### src/rtl/uap_pkg.sv
// constants, carriers and state types of the asynchronous serial port
package uap_pkg;

  ////////////////////////////////////////////////////////////////////
  // register byte offsets
  localparam logic [4:0] ADDR_DATA = 5'h00;
  localparam logic [4:0] ADDR_CTRL = 5'h04;
  localparam logic [4:0] ADDR_STAT = 5'h08;
  localparam logic [4:0] ADDR_CLR = 5'h0C;
  localparam logic [4:0] ADDR_IEN = 5'h10;

  // serial_control_reg fields
  localparam int CTL_MODE9 = 7;
  localparam int CTL_FIXED = 6;
  localparam int CTL_MCE = 5;
  localparam int CTL_REN = 4;
  localparam int CTL_TB8 = 3;
  localparam int CTL_RB8 = 2;
  localparam int CTL_TI = 1;
  localparam int CTL_RI = 0;
  localparam logic [7:0] CTRL_RESET = 8'h40;

  // event bits of status, clear and enable registers
  localparam int NUM_EV = 5;
  localparam int EV_RI = 0;
  localparam int EV_TI = 1;
  localparam int EV_OVR = 2;
  localparam int EV_FE = 3;
  localparam int EV_COL = 4;

  // frame lengths in bit times, start and stop included
  localparam logic [3:0] FRAME8_BITS = 4'hA;
  localparam logic [3:0] FRAME9_BITS = 4'hB;

  ////////////////////////////////////////////////////////////////////
  typedef enum logic [0:0] {RX_IDLE, RX_RUN} uap_rx_st_e;

  // one received frame as handed to the buffer logic
  typedef struct packed {
    logic [7:0] data;
    logic ninth;
    logic stop;
  } uap_frame_s;

  typedef struct packed {
    logic busy;
    logic half;
    logic [3:0] left;
    logic [10:0] sh;
    logic txd;
    logic done;
  } uap_tx_s;

  typedef struct packed {
    uap_rx_st_e st;
    logic ph;
    logic [3:0] cnt;
    logic [10:0] sh;
    logic prev;
    logic valid;
    uap_frame_s frame;
  } uap_rx_s;

  typedef struct packed {
    logic ack;
    logic [31:0] rdata;
    logic mode9;
    logic mce;
    logic ren;
    logic tb8;
    logic rb8;
    logic [7:0] rbuf;
    logic [NUM_EV-1:0] ev;
    logic [NUM_EV-1:0] ien;
    logic rxs1;
    logic rxs2;
  } uap_top_s;

endpackage

### src/rtl/uap_tx.sv
// transmit shifter of the serial port
module uap_tx (
  // clock and reset
  input wire logic sys_clk_in,
  input wire logic nrst_in,
  // timing and control
  input wire logic baud_tick_in,
  input wire logic load_in,
  input wire logic [7:0] data_in,
  input wire logic mode9_in,
  input wire logic ninth_in,
  // status and line
  output logic txd_out,
  output logic busy_out,
  output logic done_out
);

  uap_pkg::uap_tx_s s_ff;
  uap_pkg::uap_tx_s nxt_s;

  ////////////////////////////////////////////////////////////////////
  // a load during a frame restarts it; the top flags that as a collision
  always_comb
  begin
    nxt_s = s_ff;
    nxt_s.done = 1'b0;
    if (load_in)
    begin
      nxt_s.busy = 1'b1;
      nxt_s.half = 1'b0;
      nxt_s.txd = 1'b0;
      if (mode9_in)
      begin
        nxt_s.left = uap_pkg::FRAME9_BITS;
        nxt_s.sh = {1'b1, ninth_in, data_in, 1'b0};
      end
      else
      begin
        nxt_s.left = uap_pkg::FRAME8_BITS;
        nxt_s.sh = {2'b11, data_in, 1'b0};
      end
    end
    else if (s_ff.busy && baud_tick_in)
    begin
      // two ticks make one bit time
      nxt_s.half = ~s_ff.half;
      if (s_ff.half)
      begin
        nxt_s.sh = {1'b1, s_ff.sh[10:1]};
        nxt_s.left = s_ff.left - 4'h1;
        nxt_s.txd = s_ff.sh[1];
        if (s_ff.left == 4'h2)
        begin
          nxt_s.done = 1'b1;
        end
        if (s_ff.left == 4'h1)
        begin
          nxt_s.busy = 1'b0;
          nxt_s.txd = 1'b1;
        end
      end
    end
  end

  // state register, line idles high
  always_ff @(posedge sys_clk_in)
  begin
    if (!nrst_in)
      s_ff <= '{busy: 1'b0, half: 1'b0, left: 4'h0, sh: 11'h7FF, txd: 1'b1, done: 1'b0};
    else
      s_ff <= nxt_s;
  end

  assign txd_out = s_ff.txd;
  assign busy_out = s_ff.busy;
  assign done_out = s_ff.done;

endmodule

### src/rtl/uap_rx.sv
// receive shifter of the serial port
module uap_rx (
  // clock and reset
  input wire logic sys_clk_in,
  input wire logic nrst_in,
  // timing and control
  input wire logic baud_tick_in,
  input wire logic rxd_in,
  input wire logic ren_in,
  input wire logic mode9_in,
  // received frame
  output uap_pkg::uap_frame_s frame_out,
  output logic valid_out
);

  uap_pkg::uap_rx_s s_ff;
  uap_pkg::uap_rx_s nxt_s;
  logic [10:0] shifted;
  logic [3:0] last;

  ////////////////////////////////////////////////////////////////////
  // sample once per bit time, first on the first tick after the start edge (at most half a bit later)
  always_comb
  begin
    nxt_s = s_ff;
    nxt_s.valid = 1'b0;
    nxt_s.prev = rxd_in;
    shifted = {rxd_in, s_ff.sh[10:1]};
    last = mode9_in ? uap_pkg::FRAME9_BITS - 4'h1 : uap_pkg::FRAME8_BITS - 4'h1;
    case (s_ff.st)
      uap_pkg::RX_IDLE:
      begin
        if (ren_in && s_ff.prev && !rxd_in)
        begin
          nxt_s.st = uap_pkg::RX_RUN;
          nxt_s.ph = 1'b0;
          nxt_s.cnt = 4'h0;
        end
      end
      default:
      begin
        if (!ren_in)
        begin
          nxt_s.st = uap_pkg::RX_IDLE;
        end
        else if (baud_tick_in)
        begin
          nxt_s.ph = ~s_ff.ph;
          if (!s_ff.ph)
          begin
            nxt_s.sh = shifted;
            nxt_s.cnt = s_ff.cnt + 4'h1;
            // a start bit that is high again was a glitch
            if (s_ff.cnt == 4'h0 && rxd_in)
            begin
              nxt_s.st = uap_pkg::RX_IDLE;
            end
            else if (s_ff.cnt == last)
            begin
              nxt_s.st = uap_pkg::RX_IDLE;
              nxt_s.valid = 1'b1;
              nxt_s.frame.stop = rxd_in;
              if (mode9_in)
              begin
                nxt_s.frame.data = shifted[8:1];
                nxt_s.frame.ninth = shifted[9];
              end
              else
              begin
                nxt_s.frame.data = shifted[9:2];
                nxt_s.frame.ninth = rxd_in;
              end
            end
          end
        end
      end
    endcase
  end

  // state register
  always_ff @(posedge sys_clk_in)
  begin
    if (!nrst_in)
      s_ff <= '{st: uap_pkg::RX_IDLE, ph: 1'b0, cnt: 4'h0, sh: 11'h000, prev: 1'b1,
                valid: 1'b0, frame: 10'h000};
    else
      s_ff <= nxt_s;
  end

  assign frame_out = s_ff.frame;
  assign valid_out = s_ff.valid;

endmodule

### src/rtl/uap_top.sv
// asynchronous serial port with register file and interrupt
module uap_top (
  // clock and reset
  input wire logic sys_clk_in,
  input wire logic nrst_in,
  // avalon-mm slave
  input wire logic [4:0] avs_address_in,
  input wire logic avs_read_in,
  input wire logic avs_write_in,
  input wire logic [31:0] avs_writedata_in,
  input wire logic [3:0] avs_byteenable_in,
  output logic [31:0] avs_readdata_out,
  output logic avs_waitrequest_out,
  // bit timing from the external timer
  input wire logic baud_tick_in,
  // serial line
  input wire logic rxd_in,
  output logic txd_out,
  // interrupt
  output logic irq_out
);

  uap_pkg::uap_top_s s_ff;
  uap_pkg::uap_top_s nxt_s;

  // transfer qualifiers
  logic req;
  logic accept;
  logic wr_lane0;

  // write decodes
  logic wr_data;
  logic wr_ctrl;
  logic wr_clr;
  logic wr_ien;

  // event sources
  logic [uap_pkg::NUM_EV-1:0] ev_set;
  logic [uap_pkg::NUM_EV-1:0] ev_clr;
  logic rx_take;

  // submodule links
  logic tx_busy;
  logic tx_done;
  logic rx_valid;
  uap_pkg::uap_frame_s rx_frame;

  ////////////////////////////////////////////////////////////////////
  // address decoding

  // true when the given offset is addressed
  function automatic logic hit(input logic [4:0] addr, input logic [4:0] offs);
    hit = (addr == offs);
  endfunction

  // serial_control_reg image
  function automatic logic [7:0] ctrl_image(input uap_pkg::uap_top_s s);
    logic [7:0] v;
    v = 8'h00;
    v[uap_pkg::CTL_MODE9] = s.mode9;
    v[uap_pkg::CTL_FIXED] = uap_pkg::CTRL_RESET[uap_pkg::CTL_FIXED];
    v[uap_pkg::CTL_MCE] = s.mce;
    v[uap_pkg::CTL_REN] = s.ren;
    v[uap_pkg::CTL_TB8] = s.tb8;
    v[uap_pkg::CTL_RB8] = s.rb8;
    v[uap_pkg::CTL_TI] = s.ev[uap_pkg::EV_TI];
    v[uap_pkg::CTL_RI] = s.ev[uap_pkg::EV_RI];
    ctrl_image = v;
  endfunction

  ////////////////////////////////////////////////////////////////////
  // bus handshake

  // every access waits exactly one cycle, so readdata can be registered
  assign req = avs_read_in | avs_write_in;
  assign accept = req & ~s_ff.ack;
  assign avs_waitrequest_out = accept;

  // writes take effect on the edge where waitrequest is low
  assign wr_lane0 = avs_write_in & s_ff.ack & avs_byteenable_in[0];

  assign wr_data = wr_lane0 & hit(avs_address_in, uap_pkg::ADDR_DATA);
  assign wr_ctrl = wr_lane0 & hit(avs_address_in, uap_pkg::ADDR_CTRL);
  assign wr_clr = wr_lane0 & hit(avs_address_in, uap_pkg::ADDR_CLR);
  assign wr_ien = wr_lane0 & hit(avs_address_in, uap_pkg::ADDR_IEN);

  ////////////////////////////////////////////////////////////////////
  // receive acceptance

  // the flag must be clear and, when filtering, the ninth bit set
  assign rx_take = rx_valid & ~s_ff.ev[uap_pkg::EV_RI]
                   & (~s_ff.mce | rx_frame.ninth);

  ////////////////////////////////////////////////////////////////////
  // event set and clear terms

  // hardware sets; clearing is left to software
  always_comb
  begin
    ev_set = '0;
    ev_set[uap_pkg::EV_RI] = rx_take;
    ev_set[uap_pkg::EV_TI] = tx_done;
    ev_set[uap_pkg::EV_OVR] = rx_valid & s_ff.ev[uap_pkg::EV_RI];
    ev_set[uap_pkg::EV_FE] = rx_valid & ~rx_frame.stop;
    ev_set[uap_pkg::EV_COL] = wr_data & tx_busy;
    // software may also set the done flags through the control register
    if (wr_ctrl)
    begin
      ev_set[uap_pkg::EV_TI] = tx_done | avs_writedata_in[uap_pkg::CTL_TI];
      ev_set[uap_pkg::EV_RI] = rx_take | avs_writedata_in[uap_pkg::CTL_RI];
    end
  end

  // write-one clear register, or zero written into the control flags
  always_comb
  begin
    ev_clr = '0;
    if (wr_clr)
    begin
      ev_clr = avs_writedata_in[uap_pkg::NUM_EV-1:0];
    end
    if (wr_ctrl)
    begin
      ev_clr[uap_pkg::EV_TI] = ~avs_writedata_in[uap_pkg::CTL_TI];
      ev_clr[uap_pkg::EV_RI] = ~avs_writedata_in[uap_pkg::CTL_RI];
    end
  end

  ////////////////////////////////////////////////////////////////////
  // next state

  always_comb
  begin
    nxt_s = s_ff;
    nxt_s.ack = accept;

    // two-flop synchroniser on the receive pin
    nxt_s.rxs1 = rxd_in;
    nxt_s.rxs2 = s_ff.rxs1;

    // readdata is captured in the waiting cycle
    if (accept && avs_read_in)
    begin
      if (hit(avs_address_in, uap_pkg::ADDR_DATA))
        nxt_s.rdata = {24'h000000, s_ff.rbuf};
      else if (hit(avs_address_in, uap_pkg::ADDR_CTRL))
        nxt_s.rdata = {24'h000000, ctrl_image(s_ff)};
      else if (hit(avs_address_in, uap_pkg::ADDR_STAT))
        nxt_s.rdata = {27'h0000000, s_ff.ev};
      else if (hit(avs_address_in, uap_pkg::ADDR_IEN))
        nxt_s.rdata = {27'h0000000, s_ff.ien};
      else
        nxt_s.rdata = 32'h00000000;
    end

    // control fields; only the two framing modes exist
    if (wr_ctrl)
    begin
      nxt_s.mode9 = avs_writedata_in[uap_pkg::CTL_MODE9];
      nxt_s.mce = avs_writedata_in[uap_pkg::CTL_MCE];
      nxt_s.ren = avs_writedata_in[uap_pkg::CTL_REN];
      nxt_s.tb8 = avs_writedata_in[uap_pkg::CTL_TB8];
      nxt_s.rb8 = avs_writedata_in[uap_pkg::CTL_RB8];
    end

    if (wr_ien)
    begin
      nxt_s.ien = avs_writedata_in[uap_pkg::NUM_EV-1:0];
    end

    // buffer holds the byte while the shifter takes the next one
    if (rx_take)
    begin
      nxt_s.rbuf = rx_frame.data;
      nxt_s.rb8 = rx_frame.ninth;
    end

    // a set in the same cycle as a clear wins
    nxt_s.ev = (s_ff.ev & ~ev_clr) | ev_set;
  end

  ////////////////////////////////////////////////////////////////////
  // state register

  always_ff @(posedge sys_clk_in)
  begin
    if (!nrst_in)
    begin
      s_ff <= '{ack: 1'b0,
                rdata: 32'h00000000,
                mode9: uap_pkg::CTRL_RESET[uap_pkg::CTL_MODE9],
                mce: uap_pkg::CTRL_RESET[uap_pkg::CTL_MCE],
                ren: uap_pkg::CTRL_RESET[uap_pkg::CTL_REN],
                tb8: uap_pkg::CTRL_RESET[uap_pkg::CTL_TB8],
                rb8: uap_pkg::CTRL_RESET[uap_pkg::CTL_RB8],
                rbuf: 8'h00,
                ev: 5'h00,
                ien: 5'h00,
                rxs1: 1'b1,
                rxs2: 1'b1};
    end
    else
    begin
      s_ff <= nxt_s;
    end
  end

  ////////////////////////////////////////////////////////////////////
  // shifters

  // transmit starts on a data write; both directions run at once
  uap_tx u_tx (
    .sys_clk_in(sys_clk_in),
    .nrst_in(nrst_in),
    .baud_tick_in(baud_tick_in),
    .load_in(wr_data),
    .data_in(avs_writedata_in[7:0]),
    .mode9_in(s_ff.mode9),
    .ninth_in(s_ff.tb8),
    .txd_out(txd_out),
    .busy_out(tx_busy),
    .done_out(tx_done)
  );

  // receiver reads only the second synchroniser flop
  uap_rx u_rx (
    .sys_clk_in(sys_clk_in),
    .nrst_in(nrst_in),
    .baud_tick_in(baud_tick_in),
    .rxd_in(s_ff.rxs2),
    .ren_in(s_ff.ren),
    .mode9_in(s_ff.mode9),
    .frame_out(rx_frame),
    .valid_out(rx_valid)
  );

  ////////////////////////////////////////////////////////////////////
  // outputs

  assign avs_readdata_out = s_ff.rdata;

  // level interrupt while any enabled flag stands
  assign irq_out = |(s_ff.ev & s_ff.ien);

endmodule

### config.mk
export PLATFORM = sky130hd
export DESIGN_NAME = uap_top
export DESIGN_NICKNAME = d
export VERILOG_FILES = /design/src/rtl/uap_pkg.sv /design/src/rtl/uap_tx.sv /design/src/rtl/uap_rx.sv /design/src/rtl/uap_top.sv
export SDC_FILE = /design/constraint.sdc
export NUM_CORES = 1
export LEC_CHECK = 0
export BUFFER_PORTS_ARGS = -buffer_cell sky130_fd_sc_hd__buf_2
export CORE_AREA = 3 3 89 91
export CTS_CLUSTER_SIZE = 24
export DETAILED_ROUTE_END_ITERATION = 8
export DIE_AREA = 0 0 92 94
export PLACE_DENSITY = 0.78
export SKIP_CTS_REPAIR_TIMING = 1
export SKIP_LAST_GASP = 1
export SYNTH_ARGS = -nofsm -noshare
export SYNTH_HDL_FRONTEND = slang
export SYNTH_HIERARCHICAL = 1
export SYNTH_SLANG_ARGS = --single-unit
### constraint.sdc
create_clock -name sys_clk_in -period 1.7 [get_ports sys_clk_in]
set_clock_uncertainty 0.1 [all_clocks]
set_input_delay 0.255 -clock sys_clk_in [delete_from_list [all_inputs] [get_ports sys_clk_in]]
set_output_delay 0.255 -clock sys_clk_in [all_outputs]
set_load 0.03 [all_outputs]
# Word level (Yosys, flattened, before mapping)
# Index checks and enable logic that the tools add are counted.
# word_totals
regBits	106
latch_bits	0
ramBits	0
romBits	0
in_bits	47
output_inout_bits	35
mem_count	0
# classes
add_sub_neg	2
n_mul	0
div	0
magnitude_cmp	0
eq_ne	10
n_shift	0
mux	29
bitwise	34
n_reduce_logical	23
# op_table
cell	n
17-bit two-way mux	2
19-bit two-way mux	1
18-bit two-way mux	1
9-bit two-way mux	2
16-bit two-way mux	1
8-bit two-way mux	2
15-bit two-way mux	1
5-bit two-way mux	3
1-bit inverter	14
1-bit bitwise AND	12
12-bit two-way mux	1
6-bit two-way mux	2
11-bit two-way mux	1
5-bit bitwise AND	2
5-bit by 4-bit == test with 1-bit output (second input constant)	2
2-bit nonzero test	5
1-bit two-way mux	9
4-bit AND reduction	2
2-bit two-way mux	3
2-bit != test (second input constant)	3
3-bit AND reduction	2
6-bit AND reduction	1
6-bit OR reduction	1
5-bit by 3-bit == test with 1-bit output (second input constant)	1
other kinds (17)	24

# Longest topological paths before layout
# logic_depth
word_depth	8
ltp_mapped	7
depth_no_buf	5

# Cells and area by module
# Netlist, hierarchy kept.
# modules_own_cells
mod	instances	cells_each	area_per_inst_um2	seq_area_each_um2
uap_top	1	204	1771.7	680.7
uap_rx	1	149	1280.0	540.5
uap_tx	1	93	803.3	360.3

# Worst setup path before layout
# No wires, ideal clock.
# synth_path
path_type	input to register
from	input avs_address_in[4]
to	register u_tx/s_ff[10] (netlist bit)
t_arrival_ns	1.362
slack_ns	0.160
stages	7
path_buffers	2
cell_sequence	buf_4 nor3_2 and3_1 nand2b_1 buf_2 a21oi_1 a32oi_1
# synth_between
elab_chain_len	4
# synth_rtl
element	line	text
start: declaration	uap_top.sv:7	input wire logic [4:0] avs_address_in,
5-bit logical NOT *	uap_top.sv:53	hit = (addr == offs);
1-bit bitwise AND *	uap_top.sv:82	assign wr_data = wr_lane0 & hit(avs_address_in, uap_pkg::ADDR_DATA);
via wr_data	uap_top.sv:32	logic wr_data;
2-bit nonzero test (no source line)	-	
2-bit AND reduction (no source line)	-	
end signal: assignment	uap_tx.sv:69	s_ff <= '{busy: 1'b0, half: 1'b0, left: 4'h0, sh: 11'h7FF, txd: 1'b1, done: 1'b0};
end signal: assignment	uap_tx.sv:71	s_ff <= nxt_s;
end: declaration	uap_tx.sv:18	uap_pkg::uap_tx_s s_ff;
# Mark *: on every way through the listed nets, which the timed path passes. The rest lies on a longest branch.
# A chain may end at the register's enable or synchronous reset.

# Worst setup path in the final report
# layout_path
from	register s_ff[2] (netlist bit)
to	output irq_out
# layout_between
elab_chain_len	2
# layout_rtl
element	line	text
start: declaration	uap_top.sv:23	uap_pkg::uap_top_s s_ff;
start signal: assignment	uap_top.sv:189	s_ff <= '{ack: 1'b0,
start signal: assignment	uap_top.sv:204	s_ff <= nxt_s;
5-bit bitwise AND	uap_top.sv:243	assign irq_out = |(s_ff.ev & s_ff.ien);
5-bit OR reduction	uap_top.sv:243	
end: declaration	uap_top.sv:20	output logic irq_out
# No other way between the ends.

==> impl_metrics.toml <==
[place]
routabilityCongestion = 0.916
dp_slack_ns = -0.0282
dp.cells = 559
place.port_buffers = 30
dpl_cell_area_um2 = 3970
dpl.hpwl_mm = 5.60

[grt]
grt_usage = 0.187
grt-ovfl-total = 0
antenna_found_initial = 0
grt_pass1_wl_mm = 12.9
grt_max_degree = 33
grt_pass1_vias = 2825

[power_and_ir_drop]
irDropWorstVdd_v = 0.000335
powerDensity_nw_per_um2 = 826
power_uw = 3470
p_leak_uw = 0.00175

[logic_synthesis]
syn_inst = 446
synth_area_per_cell_um2 = 8.64
ys_async_sr_fraction = 0
synth.most_common_cell = "dfxtp_1"
synth_top_area_cell = "dfxtp_1"
synth_ff_type = "dfxtp_1"
synth_top_cells_by_count = "79 x dfxtp_1, 76 x nand2_1, 44 x buf_4, 36 x a21oi_1, 24 x mux2i_1"
synth.distinct_cells = 52
synth_top_area_frac = 0.410
synth_edf_count = 0
synth_seq_cells = 79
ys_seq_area_frac = 0.410
ys_warn_count = 6
synth_area_um2 = 3850
synthTopCellsByArea = "dfxtp_1 41%, buf_4 8.6%, nand2_1 7.4%, mux2i_1 6.2%, a21oi_1 4.7%"

[job]
max_cap_violations = 0

[hold_path]
hp-class = "primary input to flip-flop"

[finish]
diodes = 0
fin_nets = 525
finish.instance_area_um2 = 4200
drive_above_1_share = 0.193
synthToLayoutAreaGrowth_pct = 8.93
final_cells = 576
fillers = 605

[cts]
cts_root_buffer = "clkbuf_8"
insertion_delay_ns = 0.35
numCtsBuffers = 9
cts_tree = "done"
cts_buffer_depth = 2
htree_levels = 3
cts_sinks = 79
clk_pin_slew_ns = 0.08

[detailed_routing]
viasPerCell = 5.32
drc_errors = 0
routedWlPerCell_um = 13.6
antenna_left = 0
drtIter0Drc = 118
vias = 3067
dr.pass1.iters = 4
wl_mm = 7.83

[timing]
fin_crit_ns = 1.66
slew_headroom = 0.643
hold_viol = 0
grt_setup_unrepaired = "true"
setup_viol = 0
timing.final.ws_setup_ns = 0.0391
timing.fmax_ghz = 0.602
fin_crit_sh = 0.977
finalSetupTns_ns = 0
slew_violations = 0
tightest_slew_ns = 0.535

[die]
die_w_um = 92
ioPinCount = 82
row_count = 31
dieArea_um2 = 8650
die-height_um = 94
fp.coreArea_um2 = 7210
start_util = 0.534

[worst_setup_path]
critPathLaunchType = "flip-flop"
worst-setup-path-type = "flip-flop to output port"
arrival_ns = 1.31
cp_max_fo = 3
critPathCaptureType = "output port"
required_ns = 1.34

[outcome]
status = "finished, final reports clean"
## cells by family (layout without fill, tap and decap cells)
| group | after synthesis | count (layout) | synth area share |
|---|---|---|---|
| DFF | 79 | 79 | 0.410 |
| other | 1 | 24 | 0.000973 |
| buffers and inverters | 85 | 93 | 0.133 |
| xor gates and xnor gates | 3 | 3 | 0.00682 |
| muxes | 35 | 35 | 0.0945 |
| adders and majority gates | 6 | 6 | 0.0188 |
| AOI/OAI and AO/OA | 81 | 81 | 0.140 |
| and+or+nand+nor | 156 | 156 | 0.196 |
## flip-flops by register name, summed over array words and instances (netlist names)
register          cells
u_tx/txd_out          1
u_rx/valid_out        1
u_tx/s_ff            15
s_ff                 25
nxt_s                 1
u_tx/busy_out         1
u_rx/s_ff            16
u_rx/frame_out       10
avs_readdata_out      8
u_tx/done_out         1
## report_power, final
part	internal (uW)	switching (uW)
Clock	667	681
Sequential	1850	5.45
Combinational	71.5	188
Total	2590	875
## area by class of cell
type,instances,area [um2],area share
multi-input cells,305,1860,0.443
clock buffers,9,124,0.0295
repair buffers,57,362,0.0861
clock inverters,6,62.6,0.0149
well taps,99,124,0.0295
inverters,21,78.8,0.0188
flip-flops and latches,79,1590,0.378
## layout by cell type (no fill, tap or decap), drive strengths merged, types with 6 or more instances in the layout
cell type,count
dfxtp,79
nand2,76
buf,56
a21oi,36
mux2i,24
conb,24
nor2,24
inv,21
nand3,12
mux2,11
nand2b,10
o21ai,9
clkbuf,9
a32oi,8
nor3,6
## per-layer routing
metal	up-vias	part of all wire	wire [um]	GRT usage
li1	1527	-	-	-
met1	1441	0.46	3590	0.233
met2	85	0.47	3650	0.301
met3	14	0.051	402	0.0529
met4	0	0.024	188	0.0817
met5	-	0	0	0
## metrics by stage
step           hold slack [ns]  utilization
2_1_floorplan            0.228            -
3_3_place_gp             0.304        0.550
3_5_place_dp             0.293        0.550
4_1_cts               -0.00615        0.576
5_1_grt                 0.0656        0.582
6_report                0.0649        0.582
## worst max-delay path, cell delays in order, from the launching register on
cell,delay [ns]
dfxtp_2,0.34
a222oi_1,0.34
nand2_1,0.13
buf_6,0.15
## final timing paths
check                 endpoint  slack [ns]                start  depth (start not counted)
min                   s_ff[24]        0.06  avs_writedata_in[7]                          3
min reg2reg            s_ff[0]        0.32             nxt_s[0]                          1
max                    irq_out        0.04              s_ff[2]                          3
max reg2reg  u_rx/frame_out[3]        0.07        u_rx/s_ff[24]                          3
No activity file was read; power rests on OpenSTA's default activity.
